**config.mk**
```make
export PLATFORM = sky130hd
export DESIGN_NAME = interrupt_accept_gating
export DESIGN_NICKNAME = d
export VERILOG_FILES = /design/src/design/irq_gate_pkg.sv /design/src/design/irq_accept_core.sv /design/src/design/interrupt_accept_gating.sv
export SDC_FILE = /design/constraint.sdc
export NUM_CORES = 1
export LEC_CHECK = 0
export BUFFER_PORTS_ARGS = -buffer_cell sky130_fd_sc_hd__buf_2
export CORE_MARGIN = 2
export CORE_UTILIZATION = 55
export DETAILED_ROUTE_END_ITERATION = 8
export PLACE_DENSITY = 0.85
export SLEW_MARGIN = 20
export SYNTH_ARGS = -nofsm -noshare
export SYNTH_HDL_FRONTEND = slang
export SYNTH_SLANG_ARGS = --single-unit
export TNS_END_PERCENT = 5
```
**constraint.sdc**
```tcl
create_clock -name aclk -period 3.3 [get_ports aclk]
set_clock_uncertainty 0.1 [all_clocks]
set_input_delay 0.66 -clock aclk [delete_from_list [all_inputs] [get_ports aclk]]
set_output_delay 0.66 -clock aclk [all_outputs]
set_load 0.02 [all_outputs]
```
**src/design/irq_gate_pkg.sv**
```systemverilog
// package for the interrupt acceptance gating block
// assumes a single 200 MHz clock and an AXI4-Lite register bus
package irq_gate_pkg;
  // ****************************************************************
  // sizes
  // ****************************************************************
  localparam int N_INPUT   = 6;
  localparam int N_TIMER   = 3;
  localparam int N_COUNTER = 6;
  localparam int N_SRC     = N_INPUT + N_TIMER + N_COUNTER;
  localparam int N_FLAG    = N_INPUT + N_TIMER + 1;

  // ****************************************************************
  // register map
  // ****************************************************************
  localparam logic [11:0] CTRL_OFS    = 12'h000;
  localparam logic [11:0] MASK_OFS    = 12'h004;
  localparam logic [11:0] STATUS_OFS  = 12'h008;
  localparam logic [11:0] ACCEPT_OFS  = 12'h00c;
  localparam int          CTRL_RUN    = 0;
  localparam int          STAT_GEN    = 0;
  localparam int          STAT_PEND   = 1;
  localparam int          STAT_RUN    = 2;
  localparam int          CNT_FLAG    = N_INPUT + N_TIMER;
  localparam logic [1:0]  RESP_OKAY   = 2'h0;
  localparam logic [1:0]  RESP_SLVERR = 2'h2;
  localparam logic [N_FLAG-1:0] MASK_RST = '0;

  // ****************************************************************
  // carriers
  // ****************************************************************
  typedef struct packed {
    logic [N_COUNTER-1:0] counter;
    logic [N_TIMER-1:0]   timer;
    logic [N_INPUT-1:0]   input_src;
  } irq_vec_s;

  typedef struct packed {
    logic        enable_instr;
    logic        disable_instr;
  } global_instr_s;
endpackage

```
**src/design/irq_accept_core.sv**
```systemverilog
// per-source acceptance and pending latch with global enable deferral
// assumes same-clock inputs; masks already expanded per source
`timescale 1ns/1ps
module irq_accept_core
  import irq_gate_pkg::*;
#(
  parameter int N = N_SRC
) (
  input  wire logic         aclk,
  input  wire logic         aresetn,
  input  wire logic [N-1:0] req,
  input  wire logic [N-1:0] masked,
  input  wire logic         global_en,
  input  wire logic [N-1:0] take,
  output logic      [N-1:0] pending,
  output logic      [N-1:0] service
);
  // ****************************************************************
  // pending latch
  // ****************************************************************
  logic [N-1:0] pend_r;

  always_ff @(posedge aclk) begin
    if (!aresetn) begin
      pend_r <= '0;
    end else begin
      // new acceptance wins over the handler taking it
      pend_r <= (pend_r & ~take) | (req & ~masked);
    end
  end

  assign pending = pend_r;
  // masked sources never reach service, even with global enable on
  assign service = global_en ? (pend_r & ~masked) : '0;
endmodule

```
**src/design/interrupt_accept_gating.sv**
```systemverilog
// top of the interrupt acceptance gating block with AXI4-Lite registers
// assumes interrupt requests arrive from pins and are synchronised here
`timescale 1ns/1ps
// What this block does
// - each input and timer source has its own disable flag, bit 0 first
// - a request from a source with its flag set runs no handler
// - per-source mask overrides the global enable
// - a request from an unmasked source is accepted when it occurs
// - accepted request starts its handler at once when globally enabled
// - under global disable, accepted requests wait for global enable
// - one counter flag masks all six counter sources together
// - leaving run for stop clears every disable flag
module interrupt_accept_gating
  import irq_gate_pkg::*;
(
  input  wire logic              aclk,
  input  wire logic              aresetn,
  input  wire logic [11:0]       s_axi_awaddr,
  input  wire logic              s_axi_awvalid,
  output logic                   s_axi_awready,
  input  wire logic [31:0]       s_axi_wdata,
  input  wire logic [3:0]        s_axi_wstrb,
  input  wire logic              s_axi_wvalid,
  output logic                   s_axi_wready,
  output logic [1:0]             s_axi_bresp,
  output logic                   s_axi_bvalid,
  input  wire logic              s_axi_bready,
  input  wire logic [11:0]       s_axi_araddr,
  input  wire logic              s_axi_arvalid,
  output logic                   s_axi_arready,
  output logic [31:0]            s_axi_rdata,
  output logic [1:0]             s_axi_rresp,
  output logic                   s_axi_rvalid,
  input  wire logic              s_axi_rready,
  input  wire irq_vec_s          irq_req_pin,
  input  wire global_instr_s     global_instr,
  input  wire logic [N_SRC-1:0]  handler_take,
  output logic [N_SRC-1:0]       handler_start,
  output logic                   global_irq_on
);
  // ****************************************************************
  // pin synchronisers and edge detect
  // ****************************************************************
  logic [N_SRC-1:0] sync1_r;
  logic [N_SRC-1:0] sync2_r;
  logic [N_SRC-1:0] sync3_r;
  logic [N_SRC-1:0] req_edge;

  always_ff @(posedge aclk) begin
    if (!aresetn) begin
      sync1_r <= '0;
      sync2_r <= '0;
      sync3_r <= '0;
    end else begin
      sync1_r <= irq_req_pin;
      sync2_r <= sync1_r;
      sync3_r <= sync2_r;
    end
  end

  // a request is its rising edge; a held level counts once
  assign req_edge = sync2_r & ~sync3_r;

  // ****************************************************************
  // registers
  // ****************************************************************
  logic              run_r;
  logic [N_FLAG-1:0] mask_r;
  logic [N_FLAG-1:0] mask_nxt;
  logic              gen_r;
  logic [N_SRC-1:0]  pending;
  logic [N_SRC-1:0]  accept_r;
  logic [N_SRC-1:0]  src_mask;
  logic              wr_go;
  logic              aw_got_r;
  logic              w_got_r;
  logic [11:0]       awaddr_r;
  logic [31:0]       wdata_r;
  logic [3:0]        wstrb_r;
  logic              wr_ok;
  logic              run_nxt;

  function automatic logic [31:0] merge(input logic [31:0] old,
                                        input logic [31:0] d,
                                        input logic [3:0]  be);
    logic [31:0] r;
    r = old;
    for (int i = 0; i < 4; i++) begin
      if (be[i]) begin
        r[i*8 +: 8] = d[i*8 +: 8];
      end
    end
    return r;
  endfunction

  // ****************************************************************
  // axi write channel
  // ****************************************************************
  assign s_axi_awready = !aw_got_r && !s_axi_bvalid;
  assign s_axi_wready  = !w_got_r && !s_axi_bvalid;
  assign wr_go         = aw_got_r && w_got_r && !s_axi_bvalid;

  always_ff @(posedge aclk) begin
    if (!aresetn) begin
      aw_got_r <= 1'b0;
      w_got_r  <= 1'b0;
      awaddr_r <= '0;
      wdata_r  <= '0;
      wstrb_r  <= '0;
    end else begin
      if (s_axi_awvalid && s_axi_awready) begin
        aw_got_r <= 1'b1;
        awaddr_r <= s_axi_awaddr;
      end else if (wr_go) begin
        aw_got_r <= 1'b0;
      end
      if (s_axi_wvalid && s_axi_wready) begin
        w_got_r <= 1'b1;
        wdata_r <= s_axi_wdata;
        wstrb_r <= s_axi_wstrb;
      end else if (wr_go) begin
        w_got_r <= 1'b0;
      end
    end
  end

  always_comb begin
    wr_ok = 1'b1;
    if (awaddr_r[11:2] == CTRL_OFS[11:2]) begin
      wr_ok = 1'b1;
    end else if (awaddr_r[11:2] == MASK_OFS[11:2]) begin
      wr_ok = 1'b1;
    end else if (awaddr_r[11:2] == STATUS_OFS[11:2]) begin
      wr_ok = 1'b1;
    end else if (awaddr_r[11:2] == ACCEPT_OFS[11:2]) begin
      wr_ok = 1'b1;
    end else begin
      wr_ok = 1'b0;
    end
  end

  always_ff @(posedge aclk) begin
    if (!aresetn) begin
      s_axi_bvalid <= 1'b0;
      s_axi_bresp  <= RESP_OKAY;
    end else if (wr_go) begin
      s_axi_bvalid <= 1'b1;
      s_axi_bresp  <= wr_ok ? RESP_OKAY : RESP_SLVERR;
    end else if (s_axi_bready) begin
      s_axi_bvalid <= 1'b0;
    end
  end

  // ****************************************************************
  // run mode and disable flags
  // ****************************************************************
  always_comb begin
    run_nxt  = run_r;
    mask_nxt = mask_r;
    if (wr_go && awaddr_r[11:2] == CTRL_OFS[11:2]) begin
      run_nxt = merge({31'h0, run_r}, wdata_r, wstrb_r)[CTRL_RUN];
    end
    if (wr_go && awaddr_r[11:2] == MASK_OFS[11:2]) begin
      mask_nxt = merge({{(32-N_FLAG){1'b0}}, mask_r}, wdata_r,
                       wstrb_r)[N_FLAG-1:0];
    end
    if (run_r && !run_nxt) begin
      mask_nxt = MASK_RST;
    end
  end

  always_ff @(posedge aclk) begin
    if (!aresetn) begin
      run_r  <= 1'b0;
      mask_r <= MASK_RST;
    end else begin
      run_r  <= run_nxt;
      mask_r <= mask_nxt;
    end
  end

  // ****************************************************************
  // global enable state
  // ****************************************************************
  always_ff @(posedge aclk) begin
    if (!aresetn) begin
      gen_r <= 1'b0;
    end else if (global_instr.disable_instr) begin
      // disable wins if both arrive together: the safer choice
      gen_r <= 1'b0;
    end else if (global_instr.enable_instr) begin
      gen_r <= 1'b1;
    end
  end

  assign global_irq_on = gen_r;

  // ****************************************************************
  // per-source masks and acceptance
  // ****************************************************************
  assign src_mask = {{N_COUNTER{mask_r[CNT_FLAG]}},
                     mask_r[CNT_FLAG-1:0]};

  irq_accept_core #(
    .N (N_SRC)
  ) u_core (
    .aclk      (aclk),
    .aresetn   (aresetn),
    .req       (req_edge),
    .masked    (src_mask),
    .global_en (gen_r),
    .take      (handler_take),
    .pending   (pending),
    .service   (handler_start)
  );

  // sticky record of accepted sources, cleared by writing ones
  always_ff @(posedge aclk) begin
    if (!aresetn) begin
      accept_r <= '0;
    end else begin
      if (wr_go && awaddr_r[11:2] == ACCEPT_OFS[11:2]) begin
        accept_r <= (accept_r & ~wdata_r[N_SRC-1:0]) | (req_edge & ~src_mask);
      end else begin
        accept_r <= accept_r | (req_edge & ~src_mask);
      end
    end
  end

  // ****************************************************************
  // axi read channel
  // ****************************************************************
  assign s_axi_arready = !s_axi_rvalid;

  always_ff @(posedge aclk) begin
    if (!aresetn) begin
      s_axi_rvalid <= 1'b0;
      s_axi_rdata  <= '0;
      s_axi_rresp  <= RESP_OKAY;
    end else if (s_axi_arvalid && s_axi_arready) begin
      s_axi_rvalid <= 1'b1;
      s_axi_rresp  <= RESP_OKAY;
      if (s_axi_araddr[11:2] == CTRL_OFS[11:2]) begin
        s_axi_rdata <= {31'h0, run_r};
      end else if (s_axi_araddr[11:2] == MASK_OFS[11:2]) begin
        s_axi_rdata <= {{(32-N_FLAG){1'b0}}, mask_r};
      end else if (s_axi_araddr[11:2] == STATUS_OFS[11:2]) begin
        s_axi_rdata <= {29'h0, run_r, |pending, gen_r};
      end else if (s_axi_araddr[11:2] == ACCEPT_OFS[11:2]) begin
        s_axi_rdata <= {{(32-N_SRC){1'b0}}, accept_r};
      end else begin
        s_axi_rdata <= '0;
        s_axi_rresp <= RESP_SLVERR;
      end
    end else if (s_axi_rready) begin
      s_axi_rvalid <= 1'b0;
    end
  end
endmodule

```
==> flow_metrics.tcl, run 1 <==
set metrics [dict create \
    synth_warnings 0 \
    cts_made_buffers 17 \
    netlist_instances 545 \
    synth_compound_area_share_pct 13.18 \
    cts_setup_buffers 0 \
    rows 35 \
    relSlewSlack_pct 33.05 \
    drive_gt1_share_pct 23.72 \
    ant_nets 0 \
    nNetsFinal 753 \
    port_buffers 113 \
    track_usage_pct 23.57 \
    grt-ovfl-total 0 \
    ir_drop_mv 0.4594 \
    start_util_pct 55.85 \
    grt_max_degree 42 \
    grt_setup_unrepaired "no" \
    place_congestion 0.8607 \
    cts_root_buffer "clkbuf_8" \
    max-clock-path-buffers 2 \
    h-tree-depth 4 \
    grt_pass1_vias 3977 \
    vias_per_cell 5.225 \
    leakagePower_nw 2.693 \
    ys_types 43 \
    placed_cell_area_mm2 0.005647 \
    ios 156 \
    path_class "reg2out" \
    clkLatencyLatePin_ns 0.51 \
    firstDrtPassIters 5 \
    worst-path-max-fanout 13 \
    tritoncts "done" \
    clock_sinks 135 \
    synthAdderAreaFrac_pct 0 \
    fin_area_mm2 0.006227 \
    area_delta_synth_final_pct 22.41 \
    path_cells "nor2b_1 > and2_1 > buf_2" \
    status "finished, final reports clean" \
    path_clk_slew_ns 0.06 \
    antenna_found_initial 0 \
    p_total_mw 3.825 \
    slowest_delay_ns 0.63 \
    drc_errors 0 \
    wl_per_cell_um 15.16 \
    vias 4060 \
    fillers 680 \
    hold_violations 0 \
    path_buf_inv 1 \
    grt_pass1_wl_um 18490 \
    period_needed_ns 2.691 \
    synth_flop_cell "dfxtp_1" \
    finalCritPeriodShare_pct 81.54 \
    setup_violations 0 \
    end_kind "output pin" \
    core_mm2 0.009109 \
    worst_slew_pin_slew_ns 1.003 \
    maxCapViolCount 0 \
    synth-simple-area-share_pct 25.06 \
    synth_top_family_by_area "simple AND/OR/NAND/NOR gates" \
    yosys.area.top_type "dfxtp_1" \
    cts-resized-gates 0 \
    die_area_mm2 0.01004 \
    arrival_ns 1.93 \
    post-dp-hpwl_um 8053 \
    maxSlewViolCount 0 \
    ctsHoldBuffers 0 \
    synthTopCellsByArea "dfxtp_1 53%, and2_1 6.6%, nand2_1 5.4%" \
    cp_slowest_cell "dfxtp_1" \
    cpLargestDelayFamily "flip-flops" \
    drt-initial-drc-count 216 \
    die_width_um 100.2 \
    yosys.area.top_type_share_pct 53.12 \
    clock.fmax_mhz 371.6 \
    synth.avg_cell_area_um2 9.335 \
    cp.required_ns 2.54 \
    power.density_mw_per_mm2 614.3 \
    setup-tns-final_ns 0 \
    synth.area.mux_share_pct 2.828 \
    final_common_cell "dfxtp_1" \
    routed_wl_um 11780 \
    synth-xor-area-share_pct 0 \
    final_cell_mix "135 x dfxtp_1, 113 x buf_2, 73 x nand2_1" \
    antenna_cells 0 \
    hold_path_class "in2reg" \
    synthArstFlopShare_pct 0 \
    ys_seq_elements 135 \
    startpoint_type "flop" \
    die_h_um 100.2 \
    ys_seq_area_share_pct 53.12 \
    syn-cell-area_mm2 0.005087 \
    synth-edff-count 0 \
]
-- cells in the mapped netlist (13+ instances only) --
| cell type | instances |
|---|---|
| nor3b_1 | 15 |
| o21ai_0 | 18 |
| buf_4 | 19 |
| nor2b_1 | 25 |
| a21oi_1 | 35 |
| a21boi_0 | 24 |
| and2_1 | 54 |
| clkbuf_1 | 22 |
| inv_1 | 13 |
| nand2_1 | 73 |
| dfxtp_1 | 135 |
| nor2_1 | 32 |
-- cell type report --
cell class	count	area [µm²]	area share, %
Timing Repair Buffer	117	595.6	9.564
Tap cell	111	138.9	2.230
Clock buffer	20	455.4	7.314
Sequential cell	135	2703	43.40
Multi-Input combinational cell	370	2161	34.70
Clock inverter	11	125.1	2.009
Inverter	13	48.80	0.7836
-- cell families after synthesis --
| kind of cell | after synthesis |
|---|---|
| AND/OR/NAND/NOR | 232 |
| flip-flops | 135 |
| AO/OA/AOI/OAI | 106 |
| buffers and inverters | 58 |
| multiplexers | 13 |
| other | 1 |
-- flip-flops by register name, indices dropped and copies added (netlist names) --
register,flops
sync2_r,15
u_core.pending,15
mask_r,10
accept_r,15
aw_got_r,1
awaddr_r,10
run_r,1
wdata_r,15
wstrb_r,2
s_axi_bvalid,1
s_axi_rdata,15
s_axi_rresp,1
global_irq_on,1
s_axi_bresp,1
s_axi_rvalid,1
sync3_r,15
w_got_r,1
sync1_r,15
-- routing by layer --
layer	wire [µm]	part of all wire, %	vias to the layer above	global-route usage (%)
met2	5734	49	177	39.65
li1	-	-	2005	-
met4	192	1.6	0	10.64
met1	4967	42	1859	28.70
met5	0	0	-	0
met3	881	7.5	19	5.641
-- metrics by stage --
step | utilization [%] | std cells | setup slack, ns | hold slack, ns
5_1_grt | 68.37 | 777 | 0.5575 | 0.1944
3_5_place_dp | 61.99 | 746 | 0.9455 | 0.3177
3_3_place_gp | 61.99 | 746 | 1.014 | 0.3163
6_report | 68.37 | 777 | 0.6092 | 0.2049
2_1_floorplan | - | 563 | 1.120 | 0.3119
4_1_cts | 68.37 | 777 | 0.5859 | 0.1919
-- path summary, 6_finish.rpt --
check	from	slack (ns)	endpoint	cells past startpoint
min	global_instr[0]	0.20	global_irq_on	2
min reg2reg	sync1_r[2]	0.33	sync2_r[2]	1
max	global_irq_on	0.61	handler_start[14]	3
max reg2reg	awaddr_r[8]	1.07	mask_r[6]	4
-- where the power goes --
part	switching [mW]	internal (mW)
clock	0.689	1.13
sequential	0.0413	1.70
combinational	0.160	0.108
Power figures use the tool's default switching activity.
==> run 2, diff against run 1 <==
Settings changed: ABC_AREA set to 1, CORE_UTILIZATION 55 to 51, PLACE_DENSITY 0.85 to 0.79.
Clock period 3.3 ns to 2.7 ns, I/O delays scaled along.
==> run 2 against run 1 <==
Net effect:
- final cell count rose by 24%
- critical endpoint unchanged
- critical path type unchanged
- final area rose by 4.0%
- largest power group unchanged
- first-iteration DRC count rose by 31%
- count of clock-buffer cells in the layout fell by 3
- register-to-register slack got worse by 0.21 ns
- non-clock buffer count rose by 3
==> flow_metrics.tcl, run 2 <==
set metrics [dict create \
    relSlewSlack_pct 53.06 \
    drc_errors 0 \
    ant_nets 0 \
    drt-initial-drc-count 283 \
    status "finished, final reports clean" \
    cts_root_buffer "clkbuf_8" \
    ys_seq_elements 135 \
    yosys.area.top_type_share_pct 50.57 \
    synth_flop_cell "dfxtp_1" \
    synth_common_cells "149 x nand2_1, 135 x dfxtp_1, 96 x nor2_1, 89 x inv_1, 66 x a21oi_1" \
    cts-resized-gates 0 \
    area_delta_synth_final_pct 21.21 \
    power.density_mw_per_mm2 723.2 \
    die_width_um 106.4 \
    tritoncts "done" \
    cp.required_ns 2.06 \
    setup-tns-final_ns 0 \
    h-tree-depth 4 \
    start_util_pct 52.23 \
    final_cell_mix "149 x nand2_1, 135 x dfxtp_1, 113 x buf_2" \
    ys_types 30 \
    core_mm2 0.01023 \
    p_seq_share_pct 45.8 \
    synthTopCellsByArea "dfxtp_1 51%, nand2_1 10%, nor2_1 6.7%" \
    hold_path_class "in2reg" \
    arrival_ns 1.66 \
    nNetsFinal 917 \
    post-dp-hpwl_um 8437 \
    syn-cell-area_mm2 0.005344 \
    hold_violations 0 \
    fin_cells 967 \
    dp.cells 935 \
    netlist_instances 708 \
    rows 37 \
    post-synth-top-count-cell "nand2_1" \
    grt_max_degree 78 \
    worst-path-max-fanout 8 \
    clkPwrFrac_pct 45.9 \
    leakagePower_nw 3.191 \
    clkLatencyLatePin_ns 0.53 \
    firstDrtPassIters 5 \
    setup_violations 0 \
    path_cells "inv_1 > nand2_1 > nor2_1 > buf_2" \
    port_buffers 113 \
    period_needed_ns 2.301 \
    antenna_cells 0 \
    cp_slowest_cell "dfxtp_1" \
    antenna_found_initial 0 \
    maxSlewViolCount 0 \
    ctsHoldBuffers 0 \
    drive_gt1_share_pct 21.30 \
    vias_per_cell 4.791 \
    ys_seq_area_share_pct 50.57 \
    path_clk_slew_ns 0.06 \
    ir_drop_mv 0.3600 \
    grt_pass1_wl_um 19530 \
    path_class "reg2out" \
    grt_setup_unrepaired "no" \
    die_area_mm2 0.01131 \
    track_usage_pct 22.01 \
    maxCapViolCount 0 \
    clock_sinks 135 \
    die_h_um 106.4 \
    switchingPower_mw 1.226 \
    synthArstFlopShare_pct 0 \
    p_total_mw 4.685 \
    synth_warnings 0 \
    finalCritPeriodShare_pct 85.20 \
    grt-ovfl-total 0 \
    cts_setup_buffers 0 \
    max-clock-path-buffers 2 \
    worst_slew_pin_slew_ns 0.7041 \
    ios 156 \
    yosys.area.top_type "dfxtp_1" \
    synth.avg_cell_area_um2 7.548 \
    pwr-share-comb_pct 8.3 \
    end_kind "output pin" \
    grt_pass1_vias 4170 \
    startpoint_type "flop" \
    p_sw_share_pct 26.18 \
    place_congestion 0.8390 \
    cts_made_buffers 17 \
    wl_per_cell_um 12.60 \
    slowest_delay_ns 0.51 \
    routed_wl_um 12190 \
    synth-edff-count 0 \
    clock.fmax_mhz 434.7 \
    p_int_mw 3.458 \
    final_common_cell "nand2_1" \
    vias 4633 \
]
run 2: kinds of logic after synthesis:
kind of cell / Yosys count / share of synthesized area (%)
buffers and inverters: 136 / 11.71
other: 1 / 0.07017
AOI/OAI and AO/OA: 101 / 9.717
DFF: 135 / 50.57
and+or+nand+nor: 335 / 27.93
run 2: worst max-delay path: cells and delay by family, from the launching register on:
kind | cells | cell delay (ns)
AND/OR/NAND/NOR | 2 | 0.31
buffers and inverters | 2 | 0.31
flip-flops | 1 | 0.51
run 2: power groups by stage:
stage          clock network (mW)  registers [mW]  logic, mW
6_report                     2.15            2.14      0.389
5_1_grt                      2.25            2.15      0.443
4_1_cts                      2.16            2.14      0.392
3_5_place_dp                    0            2.18      0.388
3_3_place_gp                    0            2.18      0.382
2_1_floorplan                   0            2.17      0.285
run 2: layout make-up:
cell class | count | area [µm²]
clock inverters | 15 | 142.6
well taps | 136 | 170.2
flip-flops and latches | 135 | 2703
fillers | 920 | 3754
inverters | 89 | 334.1
clock buffers | 17 | 414.1
multi-input cells | 455 | 2083
repair buffers | 120 | 630.6
run 2: routing by layer:
metal  part of all wire (%)  global-route usage, %  vias up  wire length (µm)
met1                     46                  29.00     2047              5654
met2                     45                  35.16      160              5522
li1                       -                      -     2410                 -
met4                    1.6                  7.707        0               197
met5                      0                      0        -                 0
met3                    6.7                  5.457       16               812
run 2: final timing paths:
path / slack (ns) / start / cells past startpoint / to
max reg2reg: 0.86 / awaddr_r[6] / 6 / mask_r[4]
min: 0.07 / global_instr[0] / 2 / global_irq_on
min reg2reg: 0.31 / sync1_r[5] / 2 / sync2_r[5]
max: 0.40 / mask_r[9] / 4 / handler_start[14]
run 2: stage by stage:
| step | instance area, µm² | worst slack [ns] | utilization [%] | hold slack [ns] |
|---|---|---|---|---|
| floorplan | 5411 | 0.7481 | - | 0.2905 |
| global placement | 5921 | 0.7650 | 57.87 | 0.2931 |
| detailed placement | 5921 | 0.7309 | 57.87 | 0.2993 |
| CTS | 6477 | 0.4180 | 63.31 | 0.06393 |
| global route | 6477 | 0.3401 | 63.31 | 0.07191 |
| finish | 6477 | 0.3995 | 63.31 | 0.06915 |
